**src/logic/cam_map_pkg.sv**
```systemverilog
// Shared constants and types for the cam encoder image.
//
// Contract
// Host writes zero to unset parameter blocks
// Override bit 0: stored configuration, host ignored
// Override bit 1: host values replace stored
// Unused image positions have no behaviour
// Combined cams appear on highest-numbered output
// Cams combine for several events per revolution
// Inversion swaps on and off set-points
// Internal clock at 1M, 100k, 10k, 1k
// Marker active-low and reversed-phase options
// Selectable input threshold and noise filter
// Image: 16 in, 40 out, 3+34 words
// Host adds starting location to each index
// Inputs 1-8 pins, 9-16 output states
// Cam active between low and high set-points
// 32-bit values: low word, then high word
`default_nettype none
package cam_map_pkg;
    // Image sizes
    localparam int DI_N = 16;
    localparam int DQ_N = 40;
    localparam int AI_N = 3;
    localparam int AQ_N = 34;
    localparam int CAM_N = 8;
    localparam int CNT_W = 24;
    // Discrete output bit positions, zero based
    localparam int Q_GP0 = 0;
    localparam int Q_MASK = 7;
    localparam int Q_MRG0 = 8;
    localparam int Q_MKLVL = 16;
    localparam int Q_MKPHS = 17;
    localparam int Q_ICLK = 18;
    localparam int Q_CRST = 19;
    localparam int Q_INV0 = 24;
    localparam int Q_VIN0 = 32;
    localparam int Q_FRQ0 = 34;
    localparam int Q_PRE0 = 36;
    // Discrete input positions
    localparam int I_PIN0 = 0;
    localparam int I_OUT0 = 8;
    // Input pin roles
    localparam int PIN_A = 0;
    localparam int PIN_B = 1;
    localparam int PIN_M = 2;
    localparam int PIN_MDIS = 3;
    // Word positions, zero based
    localparam int AI_OPT = 0;
    localparam int AI_CNT_LO = 1;
    localparam int AI_CNT_HI = 2;
    localparam int AQ_CAM0 = 0;
    localparam int AQ_CPR = 32;
    localparam logic [15:0] OPTION_NUMBER = 16'h0003;
    // Merge destination of cams 1..7 (zero based), cam 8 has none
    localparam int MERGE_TO [0:6] = '{1, 3, 3, 7, 5, 7, 7};
    // Internal clock periods and their cycle counts at 200 MHz
    localparam int CLK_NS = 5;
    localparam int TICK_1M_NS = 1000;
    localparam int TICK_100K_NS = 10000;
    localparam int TICK_10K_NS = 100000;
    localparam int TICK_1K_NS = 1000000;
    localparam int TICK_1M_CYC = TICK_1M_NS / CLK_NS;
    localparam int TICK_100K_CYC = TICK_100K_NS / CLK_NS;
    localparam int TICK_10K_CYC = TICK_10K_NS / CLK_NS;
    localparam int TICK_1K_CYC = TICK_1K_NS / CLK_NS;
    localparam int DIV_W = 18;
    // Host write and read kinds
    typedef enum logic [1:0] {K_DISC_IN, K_DISC_OUT, K_WORD_IN, K_WORD_OUT}
        img_kind_t;
endpackage
`default_nettype wire

```
**src/logic/cam_image_if.sv**
```systemverilog
// Shared I/O image between the host and the cam encoder.
`timescale 1ns/1ps
`default_nettype none
interface cam_image_if;
    import cam_map_pkg::*;
    logic [DI_N-1:0] di;              // Discrete inputs, device to host
    logic [DQ_N-1:0] dq;              // Discrete outputs, host to device
    logic [AI_N-1:0][15:0] ai;        // Input words, device to host
    logic [AQ_N-1:0][15:0] aq;        // Output words, host to device
    modport device (input dq, input aq, output di, output ai);
    modport host (output dq, output aq, input di, input ai);
endinterface
`default_nettype wire

```
**src/logic/cam_encoder_dev.sv**
```systemverilog
// Cam encoder device end: counter, cams, merge, pin mux, image.
`timescale 1ns/1ps
`default_nettype none
module cam_encoder_dev
    import cam_map_pkg::*;
#(
    parameter int TICK_1K = TICK_1K_CYC,     // Slowest internal tick
    parameter int TICK_10K = TICK_10K_CYC,   // 10 kHz tick
    parameter int TICK_100K = TICK_100K_CYC, // 100 kHz tick
    parameter int TICK_1M = TICK_1M_CYC      // 1 MHz tick
)(
    input wire logic sys_clk,             // System clock
    input wire logic reset,               // Async reset, active high
    input wire logic clk_en,              // Freezes all state when low
    cam_image_if.device img,              // Image shared with host
    input wire logic [7:0] in_pins,       // Input pins 1-8
    output logic [7:0] out_pins,          // Output pins 1-8
    output logic [1:0] threshold_sel,     // Input voltage threshold
    output logic [1:0] filter_sel,        // Input noise filter
    input wire logic [6:0] cfg_merge,     // Stored merge selection
    input wire logic cfg_marker_level,    // Stored active-low marker
    input wire logic cfg_marker_phase,    // Stored reversed phase
    input wire logic cfg_int_clock,       // Stored internal clock use
    input wire logic [1:0] cfg_prescale,  // Stored internal clock rate
    input wire logic [7:0] cfg_invert,    // Stored output negation
    input wire logic [1:0] cfg_threshold, // Stored threshold select
    input wire logic [1:0] cfg_filter     // Stored filter select
);
    // Refuse tick periods the divider cannot hold
    if (TICK_1K < 1 || TICK_1K >= (1 << DIV_W) || TICK_10K < 1 ||
        TICK_100K < 1 || TICK_1M < 1)
    begin : g_chk
        $error("tick periods out of range");
    end

    typedef struct packed {
        logic [CNT_W-1:0] count;
        logic [DIV_W-1:0] div;
        logic a_q;
        logic b_q;
        logic [7:0] pins;
        logic [1:0] thr;
        logic [1:0] flt;
        logic [15:0] cnt_lo;
        logic [15:0] cnt_hi;
    } dev_state_t;

    dev_state_t st_q;
    dev_state_t st_d;

    // Effective controls after the override choice
    logic ovr;
    logic [6:0] merge_sel;
    logic marker_level;
    logic marker_phase;
    logic int_clock;
    logic [1:0] prescale;
    logic [7:0] invert;
    logic [1:0] thr_eff;
    logic [1:0] flt_eff;
    logic count_clear;
    logic [CNT_W-1:0] cpr_last;
    logic [31:0] cpr;
    logic [CAM_N-1:0] cam;
    logic [CAM_N-1:0] joined;
    logic [DIV_W-1:0] tick_last;

    assign ovr = img.dq[Q_MASK];

    // Stored configuration unless the host asserts the override bit;
    // the host's override bits are otherwise simply not looked at
    always_comb
    begin
        if (ovr)
        begin
            merge_sel = img.dq[Q_MRG0 +: 7];
            marker_level = img.dq[Q_MKLVL];
            marker_phase = img.dq[Q_MKPHS];
            int_clock = img.dq[Q_ICLK];
            prescale = img.dq[Q_PRE0 +: 2];
            invert = img.dq[Q_INV0 +: 8];
            thr_eff = img.dq[Q_VIN0 +: 2];
            flt_eff = img.dq[Q_FRQ0 +: 2];
            count_clear = img.dq[Q_CRST];
        end
        else
        begin
            merge_sel = cfg_merge;
            marker_level = cfg_marker_level;
            marker_phase = cfg_marker_phase;
            int_clock = cfg_int_clock;
            prescale = cfg_prescale;
            invert = cfg_invert;
            thr_eff = cfg_threshold;
            flt_eff = cfg_filter;
            count_clear = 1'b0;
        end
    end

    // Counts per revolution, low word first; zero means full range
    assign cpr = {img.aq[AQ_CPR + 1], img.aq[AQ_CPR]};
    assign cpr_last = (cpr == 32'h0000_0000 || cpr > (32'h1 << CNT_W))
                      ? {CNT_W{1'b1}} : CNT_W'(cpr - 32'h1);

    // Internal clock period for the selected rate
    always_comb
    begin
        case (prescale)
            2'b00: tick_last = DIV_W'(TICK_1M - 1);
            2'b01: tick_last = DIV_W'(TICK_100K - 1);
            2'b10: tick_last = DIV_W'(TICK_10K - 1);
            default: tick_last = DIV_W'(TICK_1K - 1);
        endcase
    end

    // One window per cam channel
    for (genvar i = 0; i < CAM_N; i++)
    begin : g_cam
        cam_window u_win (
            .count(st_q.count),
            .low_sp({img.aq[AQ_CAM0 + 4*i + 1], img.aq[AQ_CAM0 + 4*i]}),
            .high_sp({img.aq[AQ_CAM0 + 4*i + 3], img.aq[AQ_CAM0 + 4*i + 2]}),
            .invert(invert[i]),
            .active(cam[i])
        );
    end

    // Merge tree: each joined cam feeds a higher one, so walking upward
    // in one pass collects chains such as 1 into 2 into 4 into 8
    always_comb
    begin
        joined = cam;
        for (int j = 0; j < CAM_N - 1; j++)
        begin
            if (merge_sel[j])
            begin
                joined[MERGE_TO[j]] = joined[MERGE_TO[j]] | joined[j];
            end
        end
    end

    // Next state
    always_comb
    begin
        logic up;
        logic down;
        logic tick;
        logic marker;
        up = 1'b0;
        down = 1'b0;
        tick = 1'b0;
        marker = 1'b0;
        st_d = st_q;
        st_d.a_q = in_pins[PIN_A];
        st_d.b_q = in_pins[PIN_B];
        // Internal tick divider runs only while selected
        if (int_clock)
        begin
            if (st_q.div >= tick_last)
            begin
                st_d.div = '0;
                tick = 1'b1;
            end
            else
            begin
                st_d.div = st_q.div + DIV_W'(1);
            end
        end
        else
        begin
            st_d.div = '0;
        end
        // Internal clock forces up counting; otherwise x4 quadrature
        if (int_clock)
        begin
            up = tick;
        end
        else
        begin
            up = (in_pins[PIN_A] ^ st_q.b_q) & ~(in_pins[PIN_B] ^ st_q.a_q);
            down = (in_pins[PIN_B] ^ st_q.a_q) & ~(in_pins[PIN_A] ^ st_q.b_q);
        end
        // Marker level and phase conditioning, gated by its disable pin
        marker = (in_pins[PIN_M] ^ marker_level) &
                 (in_pins[PIN_B] ^ marker_phase) &
                 ~in_pins[PIN_MDIS];
        if (count_clear || marker)
        begin
            st_d.count = '0;
        end
        else if (up)
        begin
            st_d.count = (st_q.count >= cpr_last) ? '0
                         : st_q.count + CNT_W'(1);
        end
        else if (down)
        begin
            st_d.count = (st_q.count == '0) ? cpr_last
                         : st_q.count - CNT_W'(1);
        end
        // Pins 1-7 carry their cam unless it was merged away, then the
        // host's general purpose bit; pin 8 always carries cam 8
        for (int k = 0; k < CAM_N - 1; k++)
        begin
            st_d.pins[k] = merge_sel[k] ? img.dq[Q_GP0 + k] : joined[k];
        end
        st_d.pins[CAM_N-1] = joined[CAM_N-1];
        st_d.thr = thr_eff;
        st_d.flt = flt_eff;
        // Snapshot of the count split into two words
        st_d.cnt_lo = st_q.count[15:0];
        st_d.cnt_hi = {8'h00, st_q.count[CNT_W-1:16]};
    end

    // State register with clock enable
    always_ff @(posedge sys_clk or posedge reset)
    begin
        if (reset)
        begin
            st_q <= '0;
        end
        else if (clk_en)
        begin
            st_q <= st_d;
        end
    end

    // Image back to the host; unused output bits are never read
    assign img.di[I_PIN0 +: 8] = in_pins;
    assign img.di[I_OUT0 +: 8] = st_q.pins;
    assign img.ai[AI_OPT] = OPTION_NUMBER;
    assign img.ai[AI_CNT_LO] = st_q.cnt_lo;
    assign img.ai[AI_CNT_HI] = st_q.cnt_hi;
    assign out_pins = st_q.pins;
    assign threshold_sel = st_q.thr;
    assign filter_sel = st_q.flt;
    // Positions 16, 21-24 and 39-40 of the output image are left
    // unconnected on purpose

endmodule
`default_nettype wire

```
**src/logic/cam_window.sv**
```systemverilog
// One cam channel: range compare with optional inversion.
`timescale 1ns/1ps
`default_nettype none
module cam_window
    import cam_map_pkg::*;
(
    input wire logic [CNT_W-1:0] count, // Current position
    input wire logic [31:0] low_sp,     // Low set-point
    input wire logic [31:0] high_sp,    // High set-point
    input wire logic invert,            // Negated polarity
    output logic active                 // Cam signal
);
    logic in_range;
    // Inclusive window; a high set-point beyond the revolution is never
    // reached, so the revolution end bounds it naturally
    assign in_range = ({8'h00, count} >= low_sp) &&
                      ({8'h00, count} <= high_sp);
    // Negation swaps the roles of the two set-points
    assign active = in_range ^ invert;
endmodule
`default_nettype wire

```
**src/flat_wrapper.sv**
```systemverilog
// flat-port wrapper written by rule: the top's interface ports become plain ports
module cam_encoder_dev_flat import cam_map_pkg::*;
#(
    parameter int TICK_1K = TICK_1K_CYC,                             
    parameter int TICK_10K = TICK_10K_CYC,                 
    parameter int TICK_100K = TICK_100K_CYC,                
    parameter int TICK_1M = TICK_1M_CYC                   
)
  (sys_clk, reset, clk_en, in_pins, out_pins, threshold_sel, filter_sel, cfg_merge, cfg_marker_level, cfg_marker_phase, cfg_int_clock, cfg_prescale, cfg_invert, cfg_threshold, cfg_filter, img_dq, img_aq, img_di, img_ai);
  cam_image_if img_i ();
  input wire logic sys_clk;
  input wire logic reset;
  input wire logic clk_en;
  input wire logic [7:0] in_pins;
  output logic [7:0] out_pins;
  output logic [1:0] threshold_sel;
  output logic [1:0] filter_sel;
  input wire logic [6:0] cfg_merge;
  input wire logic cfg_marker_level;
  input wire logic cfg_marker_phase;
  input wire logic cfg_int_clock;
  input wire logic [1:0] cfg_prescale;
  input wire logic [7:0] cfg_invert;
  input wire logic [1:0] cfg_threshold;
  input wire logic [1:0] cfg_filter;
  input wire logic [$bits(img_i.dq)-1:0] img_dq;
  input wire logic [$bits(img_i.aq)-1:0] img_aq;
  output wire logic [$bits(img_i.di)-1:0] img_di;
  output wire logic [$bits(img_i.ai)-1:0] img_ai;
  assign img_i.dq = img_dq;
  assign img_i.aq = img_aq;
  assign img_di = img_i.di;
  assign img_ai = img_i.ai;
  cam_encoder_dev #(.TICK_1K(TICK_1K), .TICK_10K(TICK_10K), .TICK_100K(TICK_100K), .TICK_1M(TICK_1M)) u_core (.sys_clk(sys_clk), .reset(reset), .clk_en(clk_en), .img(img_i), .in_pins(in_pins), .out_pins(out_pins), .threshold_sel(threshold_sel), .filter_sel(filter_sel), .cfg_merge(cfg_merge), .cfg_marker_level(cfg_marker_level), .cfg_marker_phase(cfg_marker_phase), .cfg_int_clock(cfg_int_clock), .cfg_prescale(cfg_prescale), .cfg_invert(cfg_invert), .cfg_threshold(cfg_threshold), .cfg_filter(cfg_filter));
endmodule
```
**config.mk**
```make
export PLATFORM = sky130hd
export DESIGN_NAME = cam_encoder_dev_flat
export DESIGN_NICKNAME = d
export VERILOG_FILES = /design/src/logic/cam_map_pkg.sv /design/src/logic/cam_image_if.sv /design/src/logic/cam_encoder_dev.sv /design/src/logic/cam_window.sv /design/src/flat_wrapper.sv
export SDC_FILE = /design/constraint.sdc
export NUM_CORES = 1
export LEC_CHECK = 0
export BUFFER_PORTS_ARGS = -buffer_cell sky130_fd_sc_hd__buf_4
export CAP_MARGIN = 20
export CORE_AREA = 2 2 272 274
export DETAILED_ROUTE_END_ITERATION = 7
export DIE_AREA = 0 0 274 276
export SLEW_MARGIN = 20
export SYNTH_ARGS = -nofsm -noshare
export SYNTH_HDL_FRONTEND = slang
export SYNTH_SLANG_ARGS = --single-unit
```
**constraint.sdc**
```tcl
create_clock -name sys_clk -period 4.5 [get_ports sys_clk]
set_input_delay 0.45 -clock sys_clk [delete_from_list [all_inputs] [get_ports sys_clk]]
set_output_delay 0.45 -clock sys_clk [all_outputs]
set_load 0.005 [all_outputs]
```
## Word level (Yosys, flattened, before mapping)

Index checks and enable logic that the tools add are counted.

- Bits in registers: 80
- Input bits: 619
- Output and inout port bits: 76
- Logic and storage cells: 110

- Add/sub/neg operators: 4
- $lt $le $gt $ge: 19
- Equality and inequality tests: 2
- Muxes and demuxes: 35
- Bitwise gates (word level): 26
- Reduce and logical (&&, ||, !) cells: 15

Operator list:

| cell | count |
|---|---|
| 24-bit by 32-bit >= comparator with 1-bit output | 8 |
| 24-bit by 32-bit <= comparator with 1-bit output | 8 |
| 24-bit two-way mux | 6 |
| 18-bit case mux with 3 select lines | 1 |
| 24-bit by 1-bit subtractor with 24-bit output, second input constant | 2 |
| 18-bit two-way mux | 2 |
| 32-bit by 25-bit greater-than comparator with 1-bit output, second input constant | 1 |
| 32-bit logical NOT | 1 |
| 24-bit by 1-bit adder with 24-bit output, second input constant | 1 |
| 24-bit >= comparator | 1 |
| 24-bit logical NOT | 1 |
| 1-bit two-way mux | 21 |
| 18-bit by 1-bit adder with 18-bit output, second input constant | 1 |
| 18-bit >= comparator | 1 |
| 1-bit bitwise XOR | 12 |
| 1-bit logical AND | 8 |
| 8-bit two-way mux | 1 |
| 7-bit two-way mux | 1 |
| 1-bit OR | 7 |
| 2-bit two-way mux | 3 |
| 1-bit AND | 4 |
| 1-bit NOT | 3 |
| 3-bit nonzero test | 1 |
| 2-bit by 1-bit equality test with 1-bit output, second input constant | 1 |
| other kinds (4) | 5 |

## Longest topological paths before layout

Gate-level depths: netlist of the first run.

- Depth after elaboration: 15
- Depth in mapped cells: 20
- Depth with buffers taken out: 17

## Modules after synthesis

A second synthesis of the first run with hierarchy kept.

- Cell total of the unflattened synthesis: 2,198
- Area, all modules: 17,264.1 um^2

Modules (own cells, without submodules):

| module | times used | cells an instance | area each (um^2) | sequential area each (um^2) |
|---|---|---|---|---|
| cam_window | 8 | 173 | 1,271.2 | 0.0 |
| cam_encoder_dev | 1 | 814 | 7,094.3 | 2,001.9 |

## Worst setup path after synthesis of the first run

Ideal clock, no wire load.

- Path type: input -> register
- From: input port img_aq[512]
- To: register u_core.st_q, in the netlist u_core.st_d[25]
- Library setup time: 0.066 ns
- Arrival time: 4.541 ns
- Data required time: 4.434 ns
- Path slack: -0.108 ns
- Stages: 20
- Buffers on the path: 3
- Cell sequence: inv_1 ha_1 or4b_2 or4_4 o21a_4 nor3_4 buf_4 nand2_1 ha_1 nand2b_1 a21o_1 a21o_1 a21o_1 a211oi_1 o31ai_1 a211o_1 clkbuf_1 clkbuf_1 o32ai_1 a22o_1

- Longest elaborated chain between the ends: 7
- Elaborated cells between the ends (all ways): 11
- Those cells by class: 1 x add/sub; 2 x order compare; 6 x mux; 2 x reduce/logical

Ends and longest elaborated chain:

| what | line | source |
|---|---|---|
| from (decl) | flat_wrapper.sv:27 | `input wire logic [$bits(img_i.aq)-1:0] img_aq;` |
| 32-bit by 25-bit greater-than comparator with 1-bit output or 32-bit logical NOT (tied branches) | cam_encoder_dev.sv:102 | `assign cpr_last = (cpr == 32'h0000_0000 \|\| cpr > (32'h1 << CNT_W))` |
| 1-bit logical OR | cam_encoder_dev.sv:102 |  |
| 24-bit two-way mux * | cam_encoder_dev.sv:103 | `? {CNT_W{1'b1}} : CNT_W'(cpr - 32'h1);` |
| 24-bit >= comparator or 24-bit two-way mux (tied branches) | cam_encoder_dev.sv:193, cam_encoder_dev.sv:198 |  |
| 24-bit two-way mux, on equally long branches | cam_encoder_dev.sv:193, cam_encoder_dev.sv:196 |  |
| 24-bit two-way mux * | cam_encoder_dev.sv:191 | `else if (up)` |
| 24-bit two-way mux * | cam_encoder_dev.sv:187 | `if (count_clear \|\| marker)` |
| to (signal assigned) | cam_encoder_dev.sv:224 | `st_q <= st_d;` |
| to (decl) | cam_encoder_dev.sv:48 | `dev_state_t st_q;` |

Mark *: on every way between the ends. The rest lies on a longest branch, timed or not. The select of a mux whose other input is x is not followed.
A chain may end at the register's enable or synchronous reset.

## Worst setup path in the final report of the first run

- From: input port img_aq[513]
- To: register u_core.st_q, in the netlist u_core.st_d[7]

Same word-level chain as after synthesis.

==> impl_metrics.py, run 1 <==
metrics = {
    "place": {
        "place.gp.congestion": 0.953,
        "portBuffers": 655,
        "dpl.hpwl_mm": 68.8,
        "place_ws_ns": -0.270,
    },
    "floorplan": {
        "io_pins": 695,
        "die_x_um": 274,
        "die_h_um": 276,
        "dieArea_um2": 75600,
        "core_area_um2": 72600,
        "initial_core_util": 0.235,
        "rows": 99,
    },
    "clocking": {
        "cts_sinks": 80,
        "root_buffer": "clkbuf_16",
        "clock_path_buffers": 2,
        "clk_pin_slew_ns": 0.06,
        "clock_latency_ns": 0.37,
        "cts_made_buffers": 9,
        "cts_tree": "done",
        "cts_hold_buf": 0,
        "htree_levels": 3,
    },
    "worst_hold_path": {
        "hp-class": "input port to async pin",
    },
    "logic_synthesis": {
        "synth_area_um2": 17000,
        "synth_top_family_by_area": "adder cells",
        "synth_compound_area_frac": 0.200,
        "synthMuxAreaShare": 0.0336,
        "synth_edf_count": 0,
        "yosysSeqAreaShare": 0.117,
        "synth_fa_ha_area_frac": 0.315,
        "postSynthAreaPerCell_um2": 7.71,
        "yosysMostFrequentCell": "ha_1",
        "yosys.area_share.simple": 0.172,
        "yosys_warnings": 0,
        "synth_top_cell_area_share": 0.315,
        "synth_commonest_cells": "ha_1 (429), inv_1 (400), a21oi_1 (155), nand2_1 (126), dfrtp_1 (80)",
        "synth_ff_type": "dfrtp_1",
        "synth_cell_types": 70,
        "async_flop_share": 1.00,
        "ys_ff_latch": 80,
        "synth_area_leaders": "ha_1 (31%), dfrtp_1 (12%), inv_1 (8.8%)",
        "synthCells": 2212,
        "synth_xor_area_frac": 0.0277,
        "yosysTopAreaCell": "ha_1",
    },
    "global_routing": {
        "grt_pass1_vias": 18000,
        "grt-ovfl-total": 0,
        "antenna_found_initial": 11,
        "grt_pass1_wl_mm": 117,
        "grt_use_total": 0.211,
        "grt_start_max_net_pins": 58,
    },
    "flow_run": {
        "max_cap_violations": 0,
    },
    "timing": {
        "layout_min_cycle_time_ns": 4.35,
        "skew_ns": 0.00996,
        "grt_setup_unrepaired": "false",
        "slew_headroom": 0.409,
        "fin_crit_sh": 0.967,
        "hold_viol": 0,
        "tightest_slew_ns": 0.886,
        "layout_setup_ws_ns": 0.149,
        "fmax_mhz": 230,
        "drv_slew": 0,
        "setup_viol": 0,
    },
    "routing": {
        "final_antenna_net_count": 0,
        "dr.pass1.iters": 5,
        "drt-vias-per-instance": 4.84,
        "wirelength_mm": 83.1,
        "vias": 18700,
        "drtIter0Drc": 1176,
        "drc_errors": 0,
        "wl_per_cell_um": 21.5,
    },
    "cells_and_area": {
        "layout-drive-gt1-share": 0.303,
        "syn_to_final_growth_pct": 40.0,
        "final_core_util": 0.329,
        "final_nets": 3938,
    },
    "worst_setup_path": {
        "start_kind": "input port",
        "path_max_fanout": 38,
        "crit_arrival_ns": 4.65,
        "crit_type": "input port to flip-flop",
        "r2r-end": "u_core.out_pins[7]$_DFFE_PP0P_",
        "reg2reg_depth": 11,
        "reg2reg_slack_ns": 0.46,
        "cp-end-kind": "flip-flop",
        "r2r_start": "u_core.st_d[16]$_DFFE_PP0P_",
        "crit_required_ns": 4.80,
    },
    "pwr": {
        "irDropWorstVdd_v": 0.000256,
        "power_density_nw_per_um2": 386,
        "p_leak_nw": 13.6,
    },
    "status": {
        "outcome": "finished clean",
    },
}
-- cell usage in the layout (no fill, tap or decap), types with 51 or more instances in the layout --
| master | n |
|---|---|
| nor4_1 | 56 |
| a21o_1 | 61 |
| inv_1 | 398 |
| nor2_1 | 74 |
| nand2_1 | 126 |
| dfrtp_1 | 57 |
| buf_4 | 767 |
| nand3_1 | 51 |
| o21ai_0 | 74 |
| a21oi_1 | 154 |
| ha_1 | 428 |
| nand4_1 | 73 |
-- registers in the layout (all words and copies together), names as in the netlist --
name	flops
u_core.out_pins	8
u_core.threshold_sel	2
u_core.img.ai	24
u_core.st_q	20
u_core.st_d	24
u_core.filter_sel	2
-- cell families (layout without fill, tap and decap cells) --
logic type / Yosys count / after routing
AO/OA/AOI/OAI: 517 / 517
XOR/XNOR: 54 / 54
adder cells (fa/ha/maj): 429 / 429
buffers and inverters: 526 / 1186
flip-flops: 80 / 80
multiplexers: 53 / 53
other: 2 / 29
AND/OR/NAND/NOR: 551 / 551
-- worst max-delay path, cell delays in order --
cell and delay (ns):
buf_4 0.11, inv_1 0.07, ha_1 0.13, or4b_4 0.45
or4_4 0.53, o21a_4 0.24, buf_4 0.15, nor4_1 0.50
ha_1 0.34, and3_1 0.18, nand4_1 0.10, o211ai_1 0.11
a21oi_1 0.12, o31ai_1 0.10, a211o_1 0.30, buf_12 0.19
o41ai_1 0.38, a22o_1 0.19
-- how the worst max path moves through the flow --
stage | startpoint | slack, ns | cells after the start | endpoint
after floorplan | img_aq[512] | 0.13 | 20 | u_core.st_d[25]$_DFFE_PP0P_
final | img_aq[513] | 0.15 | 18 | u_core.st_d[7]$_DFFE_PP0P_
after global placement | img_aq[512] | -0.22 | 19 | u_core.st_d[7]$_DFFE_PP0P_
after detailed placement | img_aq[512] | -0.27 | 19 | u_core.st_d[1]$_DFFE_PP0P_
after global routing | img_aq[513] | 0.01 | 20 | u_core.st_d[7]$_DFFE_PP0P_
after CTS | img_aq[513] | 0.1 | 19 | u_core.st_d[1]$_DFFE_PP0P_
-- per-layer routing --
layer	up-vias	track usage	part of all wire
li1	9238	-	-
met1	8687	0.271	0.43
met2	660	0.359	0.47
met3	91	0.0389	0.071
met4	10	0.0535	0.025
met5	-	0	0.00075
-- where the power goes --
part / switching [mW] / total [mW] / internal, mW
Combinational: 3.63 / 6.56 / 2.92
Sequential: 0.901 / 1.82 / 0.918
Clock: 0.324 / 0.839 / 0.515
Total: 4.86 / 9.21 / 4.36
-- repair_timing --
| item | CTS | global route |
|---|---|---|
| endpoints found under the setup margin | 0 | 10 |
| gates resized for setup | 0 | 3 |
| setup buffers | 0 | 1 |
| endpoints found under the hold margin | 0 | 0 |
-- layout make-up --
class                      count  area (µm²)
antenna                        5        12.5
clock buffer                  11         253
clock inverter                 4        76.3
fill                        7751       48700
inverter                     400        1500
multi-input combinational   1628       13000
sequential                    80        2030
tap                          959        1200
timing repair buffer         771        5840
-- metrics by stage --
stage	hold slack, ns	std cells	setup TNS, ns	instance area (µm²)	total power [mW]
global route	0.299	3856	0	23900	10.1
CTS	0.263	3852	0	23800	9.23
finish	0.236	3858	0	23900	9.21
global placement	0.491	3837	-2.77	23500	8.29
floorplan	0.476	2234	0	17200	5.33
detailed placement	0.497	3837	-3.09	23500	8.34
Note: power is estimated with default switching activity, not from simulation.
==> run 2: changes to the inputs <==
--- a/config.mk
+++ b/config.mk
@@ -6,10 +6,9 @@
 export NUM_CORES = 1
 export LEC_CHECK = 0
 export BUFFER_PORTS_ARGS = -buffer_cell sky130_fd_sc_hd__buf_4
-export CAP_MARGIN = 20
-export CORE_AREA = 2 2 272 274
+export CORE_AREA = 2 2 273 275
 export DETAILED_ROUTE_END_ITERATION = 7
-export DIE_AREA = 0 0 274 276
+export DIE_AREA = 0 0 275 277
 export SLEW_MARGIN = 20
 export SYNTH_ARGS = -nofsm -noshare
 export SYNTH_HDL_FRONTEND = slang
==> impl_metrics.py, run 2 (synthesis gave the netlist of run 1 again) <==
metrics = {
    "clocking": {
        "clock_latency_ns": 0.36,
        "cts_made_buffers": 9,
        "root_buffer": "clkbuf_16",
        "htree_levels": 3,
        "clk_pin_slew_ns": 0.06,
        "cts_tree": "done",
        "cts_sinks": 80,
        "clock_path_buffers": 2,
        "cts_hold_buf": 0,
    },
    "timing": {
        "drv_slew": 0,
        "grt_setup_unrepaired": "false",
        "fmax_mhz": 231,
        "skew_ns": 0.0112,
        "hold_viol": 0,
        "fin_crit_sh": 0.964,
        "setup_tns_ns": 0,
        "setup_viol": 0,
        "tightest_slew_ns": 0.882,
        "layout_min_cycle_time_ns": 4.34,
        "slew_headroom": 0.403,
        "layout_setup_ws_ns": 0.162,
        "hold_ws_ns": 0.183,
    },
    "routing": {
        "dr.pass1.iters": 5,
        "drtIter0Drc": 1075,
        "wirelength_mm": 85.1,
        "drc_errors": 0,
        "final_antenna_net_count": 0,
        "vias": 18700,
        "drt-vias-per-instance": 4.84,
        "wl_per_cell_um": 22.0,
    },
    "worst_setup_path": {
        "path_max_fanout": 9,
        "r2r_start": "u_core.st_d[26]$_DFFE_PP0P_",
        "r2r-end": "u_core.out_pins[7]$_DFFE_PP0P_",
        "crit_required_ns": 4.78,
        "start_kind": "input port",
        "crit_arrival_ns": 4.62,
        "reg2reg_slack_ns": 0.34,
        "crit_type": "input port to flip-flop",
        "reg2reg_depth": 11,
        "max_stage_delay_ns": 0.50,
        "cp-end-kind": "flip-flop",
        "crit_chain": "buf_4, inv_4, ha_1, or4b_4, or4_4, o21a_4, nor3_4, buf_6, nand2_2, ha_4, nand2b_4, a21o_1, a21o_1, a21o_1, a211oi_2, o31ai_2, a211o_2, buf_6, buf_6, o31ai_2, a22o_1",
        "cp_num_buf_inv": 5,
        "cp_top_family": "compound AO/OA/AOI/OAI gates",
        "crit_slowest_cell": "or4_4",
    },
    "global_routing": {
        "grt-ovfl-total": 0,
        "antenna_found_initial": 10,
        "grt_use_total": 0.212,
        "grt_pass1_wl_mm": 118,
        "grt_pass1_vias": 18400,
        "grt_start_max_net_pins": 58,
    },
    "cells_and_area": {
        "layout_commonest_cell": "buf_4",
        "final_cell_mix": "buf_4 (759), ha_1 (423), inv_1 (397)",
        "layout-drive-gt1-share": 0.315,
        "final_cells": 3871,
        "final_nets": 3941,
        "fillCellCount": 7928,
        "syn_to_final_growth_pct": 42.0,
    },
    "floorplan": {
        "rows": 100,
        "dieArea_um2": 76200,
        "initial_core_util": 0.232,
        "core_area_um2": 73600,
        "die_x_um": 275,
        "io_pins": 695,
        "die_h_um": 277,
    },
    "pwr": {
        "p_leak_nw": 13.7,
        "power_density_nw_per_um2": 389,
        "power_mw": 9.41,
        "irDropWorstVdd_v": 0.000283,
    },
    "status": {
        "outcome": "finished clean",
    },
    "place": {
        "place.gp.congestion": 0.888,
        "portBuffers": 655,
        "place_ws_ns": -0.327,
        "dpl.cell_count": 3839,
        "dpl.hpwl_mm": 71.1,
    },
    "worst_hold_path": {
        "hp-class": "input port to async pin",
    },
    "flow_run": {
        "max_cap_violations": 0,
    },
}
run 2: what timing repair did:
action                                  CTS  global route
gates resized for setup                   0            45
endpoints found under the setup margin    0            23
setup buffers                             0             7
run 2: worst reg2reg max path: cells and delay by family (launching register included):
family	cells	cell delay, ns
AO/OA/AOI/OAI	7	1.83
adder cells (fa/ha/maj)	1	0.30
buffers and inverters	1	0.27
flip-flops	1	0.59
AND/OR/NAND/NOR	2	1.03
run 2: worst max-delay path by stage:
| stage | startpoint | end | slack [ns] | cells past startpoint |
|---|---|---|---|---|
| floorplan | img_aq[512] | u_core.st_d[25]$_DFFE_PP0P_ | 0.13 | 20 |
| global placement | img_aq[512] | u_core.st_d[4]$_DFFE_PP0P_ | -0.26 | 20 |
| detailed placement | img_aq[512] | u_core.st_d[21]$_DFFE_PP0P_ | -0.33 | 20 |
| CTS | img_aq[512] | u_core.st_d[21]$_DFFE_PP0P_ | 0.05 | 20 |
| global route | img_aq[512] | u_core.st_d[19]$_DFFE_PP0P_ | 0.01 | 22 |
| finish | img_aq[512] | u_core.st_d[1]$_DFFE_PP0P_ | 0.16 | 21 |
run 2: area by class of cell:
cell class              count  area, µm²  area share
clock inverters             7       95.1     0.00393
well taps                 969       1210      0.0501
diodes                      4       10.0    0.000414
inverters                 400       1510      0.0622
repair buffers            774       5950       0.246
flip-flops and latches     80       2030      0.0839
clock buffers               9        225     0.00931
multi-input cells        1628      13200       0.544
run 2: power breakdown:
part	total, mW	switching (mW)	internal [mW]
Clock	0.832	0.344	0.488
Sequential	1.63	0.708	0.922
Combinational	6.95	3.96	3.00
run 2: layer usage:
metal  vias to the layer above  part of all wire  GRT usage
met5                         -           0.00086          0
met4                        12             0.033     0.0697
met3                       115             0.069     0.0395
met2                       714              0.47      0.359
met1                      8665              0.43      0.269
li1                       9243                 -          -
run 2: stage by stage:
stage | instance area, µm² | util
final | 24200 | 0.329
after global placement | 23500 | 0.319
after detailed placement | 23500 | 0.319
after CTS | 23800 | 0.323
after floorplan | 17200 | -
after global routing | 24200 | 0.329
==> run 3: changes to the inputs <==
--- a/config.mk
+++ b/config.mk
@@ -6,9 +6,9 @@
 export NUM_CORES = 1
 export LEC_CHECK = 0
 export BUFFER_PORTS_ARGS = -buffer_cell sky130_fd_sc_hd__buf_4
-export CORE_AREA = 2 2 273 275
+export CORE_AREA = 8 8 263 265
 export DETAILED_ROUTE_END_ITERATION = 7
-export DIE_AREA = 0 0 275 277
+export DIE_AREA = 0 0 271 273
 export SLEW_MARGIN = 20
 export SYNTH_ARGS = -nofsm -noshare
 export SYNTH_HDL_FRONTEND = slang
==> impl_metrics.py, run 3 (synthesis gave the netlist of run 1 again) <==
metrics = {
    "clocking": {
        "clk_pin_slew_ns": 0.07,
        "root_buffer": "clkbuf_16",
        "cts_sinks": 80,
        "htree_levels": 3,
        "clock_path_buffers": 2,
        "clock_latency_ns": 0.36,
        "cts_tree": "done",
        "cts_made_buffers": 9,
    },
    "cells_and_area": {
        "multi_input_area_um2": 13000,
        "final_cell_mix": "buf_4 (751), ha_1 (427), inv_1 (397)",
        "fin_area_um2": 23800,
        "syn_to_final_growth_pct": 39.7,
        "layout-drive-gt1-share": 0.304,
        "layout_commonest_cell": "buf_4",
        "regArea_um2": 2030,
        "fillCellCount": 6863,
        "final_nets": 3931,
    },
    "timing": {
        "hold_viol": 0,
        "setup_viol": 0,
        "setup_tns_ns": 0,
        "grt_setup_unrepaired": "true",
        "drv_slew": 0,
        "skew_ns": 0.0119,
        "tightest_slew_ns": 0.984,
        "layout_min_cycle_time_ns": 4.39,
        "slew_headroom": 0.344,
        "fmax_mhz": 228,
        "hold_ws_ns": 0.252,
        "fin_crit_sh": 0.976,
    },
    "global_routing": {
        "grt_pass1_vias": 18400,
        "busiest_layer": "met2",
        "use_met3": 0.0318,
        "grt_use_total": 0.215,
        "grt_pass1_wl_mm": 120,
        "antenna_found_initial": 6,
        "gr-usage-met2": 0.372,
        "grt-ovfl-total": 0,
        "grtUsageMet1": 0.277,
        "grt_start_max_net_pins": 57,
    },
    "worst_setup_path": {
        "crit_type": "input port to flip-flop",
        "cp-end-kind": "flip-flop",
        "start_kind": "input port",
        "startpoint": "img_aq[512]",
        "crit_required_ns": 4.79,
        "path_max_fanout": 6,
        "crit_arrival_ns": 4.68,
        "r2r_start": "u_core.st_d[31]$_DFFE_PP0P_",
    },
    "place": {
        "portBuffers": 655,
        "place.gp.congestion": 0.939,
        "dpl.hpwl_mm": 69.9,
        "place_area_um2": 23300,
    },
    "routing": {
        "wl_per_cell_um": 22.5,
        "drtIter0Drc": 1162,
        "final_antenna_net_count": 0,
        "dr.pass1.iters": 5,
        "drt-vias-per-instance": 4.96,
        "drc_errors": 0,
        "vias": 18600,
        "wirelength_mm": 84.4,
    },
    "pwr": {
        "irDropWorstVdd_v": 0.000283,
        "power_density_nw_per_um2": 383,
        "p_leak_nw": 13.6,
        "power_mw": 9.11,
    },
    "floorplan": {
        "core_area_um2": 65000,
        "die_h_um": 273,
        "io_pins": 695,
        "rows": 94,
        "dieArea_um2": 74000,
        "die_x_um": 271,
        "initial_core_util": 0.262,
    },
    "flow_run": {
        "max_cap_violations": 0,
    },
    "worst_hold_path": {
        "hp-class": "input port to async pin",
    },
    "status": {
        "outcome": "finished clean",
    },
}
run 3: cell type report:
cell class / instances / area share
clock inverter: 6 / 0.00294
tap: 864 / 0.0454
antenna: 2 / 0.000210
timing repair buffer: 764 / 0.247
multi-input combinational: 1628 / 0.546
sequential: 80 / 0.0853
clock buffer: 9 / 0.00946
inverter: 400 / 0.0633
run 3: where the power goes:
part / internal (mW) / switching (mW) / leakage (nW)
combinational: 2.95 / 3.69 / 12.5
clock: 0.431 / 0.343 / 0.146
sequential: 0.920 / 0.770 / 1.02
total: 4.30 / 4.81 / 13.6
run 3: what timing repair did:
item / in CTS / in global routing
hold buffers: 0 / 0
endpoints found under the setup margin: 0 / 14
buffers inserted: 0 / 4
gates resized for setup: 0 / 21
run 3: metal layers:
layer  vias to the layer above  wire length, µm
met4                         4             2220
met1                      8607            36500
met2                       701            40600
met3                       101             5010
met5                         -               31
li1                       9216                -
run 3: through the flow:
stage	utilization	cells	setup WS [ns]
6_report	0.366	3753	0.108
3_5_place_dp	0.358	3729	-0.305
5_1_grt	0.366	3752	-0.0677
2_1_floorplan	-	2234	0.133
3_3_place_gp	0.358	3729	-0.290
4_1_cts	0.363	3744	0.0645
run 3: final timing paths:
path                            cells past startpoint                          endpoint  slack (ns)
worst max-delay path                               19        u_core.st_d[7]$_DFFE_PP0P_        0.11
worst min-delay path                                2     u_core.img.ai[37]$_DFFE_PP0P_        0.25
worst max register to register                     11    u_core.out_pins[3]$_DFFE_PP0P_        0.70
worst min register to register                      1     u_core.img.ai[31]$_DFFE_PP0P_        0.51
max in group asynchronous                           3  u_core.filter_sel[0]$_DFFE_PP0P_        3.27
min in group sys_clk                                2       u_core.st_q[44]$_DFFE_PP0P_        0.36
run 3: worst max-delay path: stages:
cell,delay (ns)
buf_8,0.10
inv_4,0.05
ha_4,0.11
or4b_4,0.44
or4_4,0.54
o21a_4,0.24
nor3_4,0.25
nand2_1,0.13
ha_1,0.29
nand2b_4,0.14
a21o_1,0.16
a21o_1,0.17
a21o_1,0.16
a211oi_2,0.24
o31ai_2,0.11
a211o_4,0.40
buf_12,0.17
o41ai_2,0.31
a22o_1,0.19
